<file path="src/pkg/skr_pkg.sv">
// Shared constants for the serial keyboard receiver.
package skr_pkg;

  // ****************************************************************
  // Timing
  // ****************************************************************
  localparam int unsigned CLK_PERIOD_NS   = 10;
  localparam int unsigned CPU_CLK_NS      = 1500;
  localparam int unsigned FIRST_DELAY_NS  = 4540000;
  localparam int unsigned UNIT_NS         = 9090000;
  localparam int unsigned CPU_TICK_CYC    = CPU_CLK_NS / CLK_PERIOD_NS;
  localparam int unsigned FIRST_DELAY_CYC = FIRST_DELAY_NS / CLK_PERIOD_NS;
  localparam int unsigned UNIT_CYC        = UNIT_NS / CLK_PERIOD_NS;
  localparam int          CNT_W           = 20;
  localparam int          CPU_CNT_W       = 8;
  localparam logic [CNT_W-1:0] FIRST_DELAY_CNT = CNT_W'(FIRST_DELAY_CYC);
  localparam logic [CNT_W-1:0] UNIT_CNT        = CNT_W'(UNIT_CYC);
  localparam logic [CPU_CNT_W-1:0] CPU_TICK_LAST = CPU_CNT_W'(CPU_TICK_CYC - 1);

  // ****************************************************************
  // Character and I/O bus
  // ****************************************************************
  localparam int         CHAR_W     = 8;
  localparam int         IO_W       = 18;
  localparam logic [7:0] SHIFT_INIT = 8'hff;
  localparam logic [5:0] IOT_OPCODE = 6'h38;
  localparam logic [5:0] DEV_CODE   = 6'h03;
  localparam int         OPC_HI     = 17;
  localparam int         OPC_LO     = 12;
  localparam int         SEL_HI     = 11;
  localparam int         SEL_LO     = 6;
  localparam int         BIT_MB17   = 0;
  localparam int         BIT_MB16   = 1;
  localparam int         BIT_MB13   = 4;

  // ****************************************************************
  // Register map
  // ****************************************************************
  localparam int         ADDR_W       = 8;
  localparam int         DATA_W       = 32;
  localparam logic [7:0] OFF_CTRL     = 8'h00;
  localparam logic [7:0] OFF_STATUS   = 8'h04;
  localparam logic [7:0] OFF_DATA     = 8'h08;
  localparam logic [7:0] OFF_IRQ_STAT = 8'h0c;
  localparam logic [7:0] OFF_IRQ_MASK = 8'h10;
  localparam logic [1:0] RESP_OKAY    = 2'h0;
  localparam logic [1:0] RESP_SLVERR  = 2'h2;
  localparam int         CTRL_W       = 3;
  localparam int         CTRL_IE      = 0;
  localparam int         CTRL_DUPLEX  = 1;
  localparam int         CTRL_ECHO    = 2;
  localparam logic [2:0] CTRL_RST     = 3'h0;
  localparam int         IRQ_W        = 2;
  localparam logic [1:0] IRQ_RST      = 2'h0;

endpackage : skr_pkg
</file>
<file path="src/pkg/skr_bitclk_if.sv">
// Control and tick link between the receiver and its bit clock.
interface skr_bitclk_if;
  logic run;
  logic tick;
  modport ctrl (output run, input tick);
  modport gen (input run, output tick);
endinterface : skr_bitclk_if

</file>
<file path="src/core/skr_bit_clock.sv">
// Receive bit clock: half-unit first delay, then one tick per code unit.
module skr_bit_clock #(
  parameter logic [skr_pkg::CNT_W-1:0] FIRST_DELAY_CYC = skr_pkg::FIRST_DELAY_CNT,
  parameter logic [skr_pkg::CNT_W-1:0] UNIT_CYC        = skr_pkg::UNIT_CNT
) (
  input  wire logic   clk_sys_in,
  input  wire logic   resetn_in,
  skr_bitclk_if.gen   bus
);

  logic                      running_q;
  logic [skr_pkg::CNT_W-1:0] cnt_q;
  logic                      tick_q;

  // ****************************************************************
  // Counter
  // ****************************************************************
  // Dropping run stops the count at once, so no stale tick follows.
  always_ff @(posedge clk_sys_in) begin
    if (!resetn_in) begin
      running_q <= 1'b0;
      cnt_q     <= '0;
      tick_q    <= 1'b0;
    end else begin
      tick_q <= 1'b0;
      if (!bus.run) begin
        running_q <= 1'b0;
      end else if (!running_q) begin
        running_q <= 1'b1;
        cnt_q     <= FIRST_DELAY_CYC - 1'b1;
      end else if (cnt_q == '0) begin
        tick_q <= 1'b1;
        cnt_q  <= UNIT_CYC - 1'b1;
      end else begin
        cnt_q <= cnt_q - 1'b1;
      end
    end
  end

  assign bus.tick = tick_q;

endmodule // skr_bit_clock

</file>
<file path="src/core/skr_io_decode.sv">
// Device select and instruction pulse decode for the receiver.
module skr_io_decode (
  input  wire logic [17:0] instr_in,
  input  wire logic        io_pulse_first_in,
  input  wire logic        io_pulse_second_in,
  output logic             device_select_out,
  output logic             skip_cmd_out,
  output logic             read_cmd_out,
  output logic             step_cmd_out
);

  // ****************************************************************
  // Decode
  // ****************************************************************
  // Select needs both the transfer opcode and this device code.
  always_comb begin
    device_select_out =
      (instr_in[skr_pkg::OPC_HI:skr_pkg::OPC_LO] == skr_pkg::IOT_OPCODE) &&
      (instr_in[skr_pkg::SEL_HI:skr_pkg::SEL_LO] == skr_pkg::DEV_CODE);
    skip_cmd_out = device_select_out && io_pulse_first_in &&
                   instr_in[skr_pkg::BIT_MB17];
    read_cmd_out = device_select_out && io_pulse_second_in &&
                   instr_in[skr_pkg::BIT_MB16];
    step_cmd_out = read_cmd_out && instr_in[skr_pkg::BIT_MB13];
  end

endmodule // skr_io_decode

</file>
<file path="src/core/skr_receiver.sv">
// Serial keyboard and tape reader receiver with I/O bus and register port.
//
// Summary of operation
// - Assemble character in 8-bit register, mark=1.
// - Start space sets active on processor tick.
// - Activation initialises register, starts receive clock.
// - Bit clock: half-unit delay, then unit rate.
// - Shift pulse only while last-unit clear.
// - Every shift pulse stops reader advance; a reader step in the same cycle wins and sets it.
// - Shift loads serial level into MSB.
// - Ninth shift sets character and last flags.
// - Tick after last unit ends reception.
// - Mark at first tick rejects false start.
// - Character flag raises program interrupt request.
// - Start space releases printer for local echo.
// - Reader step sets reader advance.
// - Skip instruction pulls skip line on flag.
// - Read instruction clears flag, sets read latch.
// - Read latch places character on bus.
// - Respond only when instruction selects device.
// - Full duplex keeps transmit clock running.
//
// The implementer's own choices: the placing of the registers and the AXI4-Lite register port.
module skr_receiver #(
  parameter logic [skr_pkg::CNT_W-1:0] FIRST_DELAY_CYC = skr_pkg::FIRST_DELAY_CNT,
  parameter logic [skr_pkg::CNT_W-1:0] UNIT_CYC        = skr_pkg::UNIT_CNT
) (
  input  wire logic        clk_sys_in,
  input  wire logic        resetn_in,
  input  wire logic        serial_line_in,
  input  wire logic [17:0] io_instr_in,
  input  wire logic        io_pulse_first_in,
  input  wire logic        io_pulse_second_in,
  input  wire logic        skip_line_in,
  output logic             skip_line_out,
  output logic             skip_line_oe_n_out,
  output logic             read_request_out,
  output logic [17:0]      io_data_out,
  output logic             interrupt_request_out,
  output logic             prog_interrupt_out,
  output logic             reader_advance_out,
  output logic             printer_release_out,
  output logic             tx_clock_inhibit_out,
  output logic             irq_out,
  input  wire logic [7:0]  s_axi_awaddr_in,
  input  wire logic        s_axi_awvalid_in,
  output logic             s_axi_awready_out,
  input  wire logic [31:0] s_axi_wdata_in,
  input  wire logic [3:0]  s_axi_wstrb_in,
  input  wire logic        s_axi_wvalid_in,
  output logic             s_axi_wready_out,
  output logic [1:0]       s_axi_bresp_out,
  output logic             s_axi_bvalid_out,
  input  wire logic        s_axi_bready_in,
  input  wire logic [7:0]  s_axi_araddr_in,
  input  wire logic        s_axi_arvalid_in,
  output logic             s_axi_arready_out,
  output logic [31:0]      s_axi_rdata_out,
  output logic [1:0]       s_axi_rresp_out,
  output logic             s_axi_rvalid_out,
  input  wire logic        s_axi_rready_in
);

  // ****************************************************************
  // Declarations
  // ****************************************************************
  logic [skr_pkg::CPU_CNT_W-1:0] cpu_cnt_q;
  logic                          cpu_tick;
  logic                          rx_active_q;
  logic                          last_unit_q;
  logic                          char_ready_flag_q;
  logic                          reader_advance_q;
  logic                          read_latch_q;
  logic [7:0]                    rx_shift_reg_q;
  logic                          rx_init_pulse;
  logic                          rx_bit_clock;
  logic                          rx_shift_pulse;
  logic                          reg_all_ones;
  logic                          false_start;
  logic                          last_shift;
  logic                          device_select;
  logic                          skip_cmd;
  logic                          read_cmd;
  logic                          step_cmd;
  logic [skr_pkg::CTRL_W-1:0]    ctrl_q;
  logic [skr_pkg::IRQ_W-1:0]     irq_stat_q;
  logic [skr_pkg::IRQ_W-1:0]     irq_mask_q;
  logic [skr_pkg::IRQ_W-1:0]     irq_clr;
  logic [7:0]                    aw_addr_q;
  logic [31:0]                   w_data_q;
  logic                          w_lane0_q;
  logic                          wr_en;
  logic                          rd_en;

  skr_bitclk_if bclk_if ();

  // ****************************************************************
  // Submodules
  // ****************************************************************
  skr_bit_clock #(
    .FIRST_DELAY_CYC (FIRST_DELAY_CYC),
    .UNIT_CYC        (UNIT_CYC)
  ) u_bit_clock (
    .clk_sys_in (clk_sys_in),
    .resetn_in  (resetn_in),
    .bus        (bclk_if.gen)
  );

  skr_io_decode u_io_decode (
    .instr_in           (io_instr_in),
    .io_pulse_first_in  (io_pulse_first_in),
    .io_pulse_second_in (io_pulse_second_in),
    .device_select_out  (device_select),
    .skip_cmd_out       (skip_cmd),
    .read_cmd_out       (read_cmd),
    .step_cmd_out       (step_cmd)
  );

  // ****************************************************************
  // Processor clock pulse
  // ****************************************************************
  // Free-running strobe that samples the line for a start space.
  always_ff @(posedge clk_sys_in) begin
    if (!resetn_in) begin
      cpu_cnt_q <= '0;
    end else if (cpu_cnt_q == skr_pkg::CPU_TICK_LAST) begin
      cpu_cnt_q <= '0;
    end else begin
      cpu_cnt_q <= cpu_cnt_q + 1'b1;
    end
  end

  assign cpu_tick = (cpu_cnt_q == skr_pkg::CPU_TICK_LAST);

  // ****************************************************************
  // Receive sequencing terms
  // ****************************************************************
  // A space seen on a processor tick starts a character.
  assign rx_init_pulse  = cpu_tick && !serial_line_in && !rx_active_q;
  assign rx_bit_clock   = bclk_if.tick;
  assign bclk_if.run    = rx_active_q;
  assign reg_all_ones   = (rx_shift_reg_q == skr_pkg::SHIFT_INIT);
  // Mark returned while still all ones means the space was noise.
  assign false_start    = rx_bit_clock && rx_active_q && !last_unit_q &&
                          serial_line_in && reg_all_ones;
  assign rx_shift_pulse = rx_bit_clock && rx_active_q && !last_unit_q &&
                          !false_start;
  // The start space sitting in the low bit marks the ninth shift.
  assign last_shift     = rx_shift_pulse && !rx_shift_reg_q[0];

  // Receive-active flip-flop.
  always_ff @(posedge clk_sys_in) begin
    if (!resetn_in) begin
      rx_active_q <= 1'b0;
    end else if (rx_init_pulse) begin
      rx_active_q <= 1'b1;
    end else if (rx_bit_clock && (last_unit_q || false_start)) begin
      rx_active_q <= 1'b0;
    end
  end

  // Shift register; a space is 0 and a mark is 1.
  always_ff @(posedge clk_sys_in) begin
    if (!resetn_in) begin
      rx_shift_reg_q <= skr_pkg::SHIFT_INIT;
    end else if (rx_init_pulse) begin
      rx_shift_reg_q <= skr_pkg::SHIFT_INIT;
    end else if (rx_shift_pulse) begin
      rx_shift_reg_q <= {serial_line_in, rx_shift_reg_q[7:1]};
    end
  end

  // Last-unit flag.
  always_ff @(posedge clk_sys_in) begin
    if (!resetn_in) begin
      last_unit_q <= 1'b0;
    end else if (rx_init_pulse) begin
      last_unit_q <= 1'b0;
    end else if (last_shift) begin
      last_unit_q <= 1'b1;
    end
  end

  // Character flag; a new character wins over a read in the same cycle.
  always_ff @(posedge clk_sys_in) begin
    if (!resetn_in) begin
      char_ready_flag_q <= 1'b0;
    end else if (last_shift) begin
      char_ready_flag_q <= 1'b1;
    end else if (read_cmd) begin
      char_ready_flag_q <= 1'b0;
    end
  end

  // Reader advance; holding it past one shift would feed a second line.
  always_ff @(posedge clk_sys_in) begin
    if (!resetn_in) begin
      reader_advance_q <= 1'b0;
    end else if (step_cmd) begin
      reader_advance_q <= 1'b1;
    end else if (rx_shift_pulse) begin
      reader_advance_q <= 1'b0;
    end
  end

  // Read latch holds until the instruction no longer selects us.
  always_ff @(posedge clk_sys_in) begin
    if (!resetn_in) begin
      read_latch_q <= 1'b0;
    end else if (read_cmd) begin
      read_latch_q <= 1'b1;
    end else if (!device_select) begin
      read_latch_q <= 1'b0;
    end
  end

  // ****************************************************************
  // I/O bus and terminal outputs
  // ****************************************************************
  // Every pin is registered, so each shows its cause one cycle later.
  always_ff @(posedge clk_sys_in) begin
    if (!resetn_in) begin
      read_request_out      <= 1'b0;
      io_data_out           <= '0;
      skip_line_out         <= 1'b0;
      skip_line_oe_n_out    <= 1'b1;
      interrupt_request_out <= 1'b0;
      prog_interrupt_out    <= 1'b0;
      printer_release_out   <= 1'b0;
      tx_clock_inhibit_out  <= 1'b0;
    end else begin
      read_request_out <= read_latch_q;
      io_data_out <= read_latch_q ? {10'h000, rx_shift_reg_q} : '0;
      skip_line_out <= 1'b0;
      skip_line_oe_n_out <= !(skip_cmd && char_ready_flag_q);
      interrupt_request_out <= char_ready_flag_q;
      prog_interrupt_out <= char_ready_flag_q && ctrl_q[skr_pkg::CTRL_IE];
      printer_release_out <= !serial_line_in && !char_ready_flag_q &&
                             ctrl_q[skr_pkg::CTRL_ECHO];
      // In full duplex the transmit clock keeps running during receive.
      tx_clock_inhibit_out <= rx_active_q &&
                              !ctrl_q[skr_pkg::CTRL_DUPLEX];
    end
  end

  assign reader_advance_out = reader_advance_q;

  // ****************************************************************
  // Register bus: write channel
  // ****************************************************************
  // Address and data are taken in either order; one write at a time.
  always_ff @(posedge clk_sys_in) begin
    if (!resetn_in) begin
      s_axi_awready_out <= 1'b1;
      s_axi_wready_out  <= 1'b1;
      s_axi_bvalid_out  <= 1'b0;
      s_axi_bresp_out   <= skr_pkg::RESP_OKAY;
      aw_addr_q         <= '0;
      w_data_q          <= '0;
      w_lane0_q         <= 1'b0;
    end else begin
      if (s_axi_awvalid_in && s_axi_awready_out) begin
        aw_addr_q         <= s_axi_awaddr_in;
        s_axi_awready_out <= 1'b0;
      end
      if (s_axi_wvalid_in && s_axi_wready_out) begin
        w_data_q         <= s_axi_wdata_in;
        w_lane0_q        <= s_axi_wstrb_in[0];
        s_axi_wready_out <= 1'b0;
      end
      if (wr_en) begin
        s_axi_bvalid_out <= 1'b1;
        if (aw_addr_q == skr_pkg::OFF_CTRL || aw_addr_q == skr_pkg::OFF_IRQ_MASK) begin
          s_axi_bresp_out <= skr_pkg::RESP_OKAY;
        end else if (aw_addr_q == skr_pkg::OFF_STATUS ||
                     aw_addr_q == skr_pkg::OFF_DATA ||
                     aw_addr_q == skr_pkg::OFF_IRQ_STAT) begin
          s_axi_bresp_out <= skr_pkg::RESP_OKAY;
        end else begin
          s_axi_bresp_out <= skr_pkg::RESP_SLVERR;
        end
      end
      if (s_axi_bvalid_out && s_axi_bready_in) begin
        s_axi_bvalid_out  <= 1'b0;
        s_axi_awready_out <= 1'b1;
        s_axi_wready_out  <= 1'b1;
      end
    end
  end

  assign wr_en = !s_axi_awready_out && !s_axi_wready_out && !s_axi_bvalid_out;

  // Control and mask registers; only byte lane 0 carries fields.
  always_ff @(posedge clk_sys_in) begin
    if (!resetn_in) begin
      ctrl_q     <= skr_pkg::CTRL_RST;
      irq_mask_q <= skr_pkg::IRQ_RST;
    end else if (wr_en && w_lane0_q) begin
      if (aw_addr_q == skr_pkg::OFF_CTRL) begin
        ctrl_q <= w_data_q[skr_pkg::CTRL_W-1:0];
      end else if (aw_addr_q == skr_pkg::OFF_IRQ_MASK) begin
        irq_mask_q <= w_data_q[skr_pkg::IRQ_W-1:0];
      end
    end
  end

  // ****************************************************************
  // Register bus: read channel
  // ****************************************************************
  assign rd_en = s_axi_arvalid_in && s_axi_arready_out;

  always_ff @(posedge clk_sys_in) begin
    if (!resetn_in) begin
      s_axi_arready_out <= 1'b1;
      s_axi_rvalid_out  <= 1'b0;
      s_axi_rdata_out   <= '0;
      s_axi_rresp_out   <= skr_pkg::RESP_OKAY;
    end else if (rd_en) begin
      s_axi_arready_out <= 1'b0;
      s_axi_rvalid_out  <= 1'b1;
      s_axi_rresp_out   <= skr_pkg::RESP_OKAY;
      if (s_axi_araddr_in == skr_pkg::OFF_CTRL) begin
        s_axi_rdata_out <= {29'h0, ctrl_q};
      end else if (s_axi_araddr_in == skr_pkg::OFF_STATUS) begin
        s_axi_rdata_out <= {26'h0, skip_line_in, read_latch_q, reader_advance_q,
                            last_unit_q, char_ready_flag_q, rx_active_q};
      end else if (s_axi_araddr_in == skr_pkg::OFF_DATA) begin
        s_axi_rdata_out <= {24'h0, rx_shift_reg_q};
      end else if (s_axi_araddr_in == skr_pkg::OFF_IRQ_STAT) begin
        s_axi_rdata_out <= {30'h0, irq_stat_q};
      end else if (s_axi_araddr_in == skr_pkg::OFF_IRQ_MASK) begin
        s_axi_rdata_out <= {30'h0, irq_mask_q};
      end else begin
        s_axi_rdata_out <= '0;
        s_axi_rresp_out <= skr_pkg::RESP_SLVERR;
      end
    end else if (s_axi_rvalid_out && s_axi_rready_in) begin
      s_axi_rvalid_out  <= 1'b0;
      s_axi_arready_out <= 1'b1;
    end
  end

  // ****************************************************************
  // Interrupt status
  // ****************************************************************
  // Read clears the status, but an event in the same cycle survives.
  assign irq_clr = (rd_en && s_axi_araddr_in == skr_pkg::OFF_IRQ_STAT) ? '1 : '0;

  always_ff @(posedge clk_sys_in) begin
    if (!resetn_in) begin
      irq_stat_q <= skr_pkg::IRQ_RST;
      irq_out    <= 1'b0;
    end else begin
      irq_stat_q <= (irq_stat_q & ~irq_clr) | {false_start, last_shift};
      irq_out    <= |(irq_stat_q & irq_mask_q);
    end
  end
endmodule // skr_receiver

</file>
<file path="config.mk">
export PLATFORM = sky130hd
export DESIGN_NAME = skr_receiver
export DESIGN_NICKNAME = d
export VERILOG_FILES = /design/src/pkg/skr_pkg.sv /design/src/pkg/skr_bitclk_if.sv /design/src/core/skr_bit_clock.sv /design/src/core/skr_io_decode.sv /design/src/core/skr_receiver.sv
export SDC_FILE = /design/constraint.sdc
export NUM_CORES = 1
export LEC_CHECK = 0
export ABC_AREA = 1
export BUFFER_PORTS_ARGS = -buffer_cell sky130_fd_sc_hd__buf_2
export CORE_UTILIZATION = 35
export CTS_BUF_LIST = sky130_fd_sc_hd__clkbuf_16
export CTS_CLUSTER_SIZE = 30
export DETAILED_ROUTE_END_ITERATION = 6
export GPL_TIMING_DRIVEN = 0
export PLACE_DENSITY_LB_ADDON = 0.1
export REMOVE_ABC_BUFFERS = 1
export SYNTH_ARGS = -nofsm -noshare
export SYNTH_HDL_FRONTEND = slang
export SYNTH_SLANG_ARGS = --single-unit
</file>
<file path="constraint.sdc">
create_clock -name clk_sys_in -period 2.2 [get_ports clk_sys_in]
set_input_delay 0.22 -clock clk_sys_in [delete_from_list [all_inputs] [get_ports clk_sys_in]]
set_output_delay 0.22 -clock clk_sys_in [all_outputs]
set_load 0.02 [all_outputs]
</file>
==> results.md <==
- Result of the run: complete, no violations
- Shortest period the worst path allows: 1.994 ns
- Share of async-settable or async-resettable flops after synthesis: 0%
- Slew at the pin with the worst max-slew slack: 1.116 ns
- Worst vdd rail ir drop: 347.6 uV
- Met3 routed wirelength: 494 um
- Count of flip-flops with a built-in enable after synthesis: 0
- Initial Util: 36.38%
- Max Buffers Root-to-Sink: 2
- Achievable frequency: 501.5 MHz
- Number of buffers added by the clock tree synthesis step: 9
- Combined area of all synthesized cells: around 4400 um^2
- Via count of the routed design: roughly 3800
- Routed length on met1: 4627 um
- Via density: 4.537
- Antenna-violating nets left: 0
- Crit path launch type: flop
- Overall overflow remaining after global route: 0
- Weighted congestion at the end of routability-driven global placement: 0.7991
- Post-synthesis register bit count: 92
- Final count of negative-setup-slack endpoints: 0
- Number of top-level pins: approximately 150
- Peak fanout along the critical path: 26
- Wire length per cell: between 10 and 15 um
- Final total power: 3.383 mW
- Critical path arrival: 2.23 ns
- Maximum level of the CTS H-tree: 3
- Worst hold slack: 0.06975 ns
- Overall die width: approximately 110 um
- Required time reported for the critical path endpoint: 2.43 ns
- CTS root buf: sky130_fd_sc_hd__clkbuf_16
- Main flop type after synthesis: sky130_fd_sc_hd__dfxtp_1
- Number of sinks on the clock net: 92
- Die footprint: approximately 13000 um^2
- Number of cells produced by synthesis: 601
- Maximum number of pins on one net before global-route repair: 37
- Clock latency at the later pin of the worst-skew pair: around 0.34 ns
- Post-cts resize count: 0
- Final worst-path cycle share: approximately 91%
- DRC marker count from the first detailed-route iteration: 145
- Clock tree from TritonCTS: built
- Count of endpoints failing hold in the final timing report: 0
- Count of hold-fix buffers inserted at cts: 0
- Fin nets: 758
- GRT Util Overall: 16.23%
- Core Region: between 10000 and 15000 um^2
- Leading cell type in the layout, fill and taps excluded: sky130_fd_sc_hd__nand2_1
- Antenna violations before repair: 0
- Setup crit end kind: flop
- MaxCap Viol Count: 0
- HP Class: in -> reg
- Estimated wirelength of the detail-placed design: ~7000 um
- Power density over the cells: 668.4 nW/um^2
- RSZ-0062 raised after global routing: no
- Avg Inst Size Synth: 7.361 um^2
- Count of synthesis-stage warnings from yosys: 0
- Post-synth cell types: 41
- Portion of the post-synthesis area used by sequential elements: 41.63%
- Area Growth Syn to Fin: 14.39%
- Total number of placement rows: 40
- Residual DRC count: 0
- Leakage power of the design: ~2.6 nW
- Port Buffer Count: 76
- Post-CTS repair timing setup buffer count: 0
- Antenna cells: 0
- First-pass iteration count of the detailed router: 4
- Met2 wire length: about 4600 um
- Most used cells in the layout excluding fill and tap cells: sky130_fd_sc_hd__nand2_1 (108), sky130_fd_sc_hd__dfxtp_1 (92), sky130_fd_sc_hd__nor2_1 (82)
- First-pass GRT wire length: 16700 um
- Worst slew margin relative to its limit: between 20% and 30%
- Startpoint-to-endpoint class of the critical path: reg -> reg
- Chip Height: 114.4 um
- Reg clk slew, reported paths: about 0.06 ns
- Uppermost signal routing layer after detailed routing: met4
- Number of max-slew violations in the final report: 0
- Ratio of cells with drive above 1 in the final layout: 18.29%
- Maximum clock skew at final layout: 0.004938 ns
- Number of global-route vias before repair: 3602
- Wire length reported by the detailed router: about 9900 um
metrics by stage:
stage	worst slack, ns	TNS (ns)	cells	util [%]	area (um^2)
final	0.2059	0	846	41.62	5061
after global routing	0.03780	0	846	41.62	5061
after CTS	0.1993	0	846	41.62	5061
after detailed placement	0.007426	0	830	39.48	4801
after global placement	-0.02485	-0.02485	830	39.48	4801
after floorplan	0.6212	0	586	-	4210
synth_stat cells, drive strengths merged, types with 3 or more instances:
master,instances,area (um^2)
xor2,6,52.55
nand2,118,478.0
buf,46,330.3
ha,4,50.05
inv,69,259.0
nor2,93,405.4
nor3,11,86.34
clkbuf,5,18.77
dfxtp,92,1842
o21ai,40,200.2
xnor2,3,26.28
nand4,16,115.1
a31oi,3,18.77
o211ai,10,75.07
nand3,41,227.7
a21oi,35,178.9
cell families (layout without fill, tap and decap cells):
group / Yosys count / after routing / share of synthesized area, %
buffers and inverters: 121 / 162 / 13.83
xor gates and xnor gates: 9 / 9 / 1.782
other: 1 / 37 / 0.08476
AOI/OAI and AO/OA: 91 / 91 / 11.20
adders and majority gates: 4 / 4 / 1.131
and+or+nand+nor: 283 / 283 / 30.35
DFF: 92 / 92 / 41.63
layer usage:
metal	track usage (%)	vias to the layer above
met4	6.234	0
met1	21.07	1710
met2	26.79	111
met3	2.912	11
met5	0	-
li1	-	2006
path summary, 6_finish.rpt:
path                          end  slack [ns]  depth (start not counted)        startpoint
max                   last_unit_q        0.21                          6       bclk_if.run
min             s_axi_awready_out        0.07                          2  s_axi_awvalid_in
max reg2reg           last_unit_q        0.21                          6       bclk_if.run
min reg2reg  tx_clock_inhibit_out        0.45                          1         ctrl_q[1]
layout make-up:
type,instances,area [um^2]
Clock buffer,9,225.2
Multi-Input combinational cell,424,2106
Inverter,70,262.8
Fill cell,1282,7101
Clock inverter,7,35.03
Tap cell,168,210.2
Timing Repair Buffer,76,380.4
Sequential cell,92,1842
state kept, by name (all words and copies together) (netlist names), 2 cells and up:
name	count
u_bit_clock.cnt_q	20
aw_addr_q	8
cpu_cnt_q	8
io_data_out	8
rx_shift_reg_q	8
s_axi_rdata_out	8
ctrl_q	3
w_data_q	3
irq_mask_q	2
irq_stat_q	2
worst max-delay path, cell delays in order (launching register included):
cell and delay (ns):
sky130_fd_sc_hd__dfxtp_1 0.92, sky130_fd_sc_hd__nand2_2 0.14, sky130_fd_sc_hd__nor2_4 0.20, sky130_fd_sc_hd__nand4_4 0.16, sky130_fd_sc_hd__nand2_4 0.20, sky130_fd_sc_hd__nor2_1 0.09, sky130_fd_sc_hd__o21a_1 0.17
report_power, final:
group | leakage [nW] | total (mW) | switching, mW | internal, mW
registers | 0.747 | 1.72 | 0.0227 | 1.70
clock network | 0.135 | 1.38 | 0.635 | 0.750
logic | 1.68 | 0.274 | 0.196 | 0.0783
Note: power is estimated with default switching activity, not from simulation.
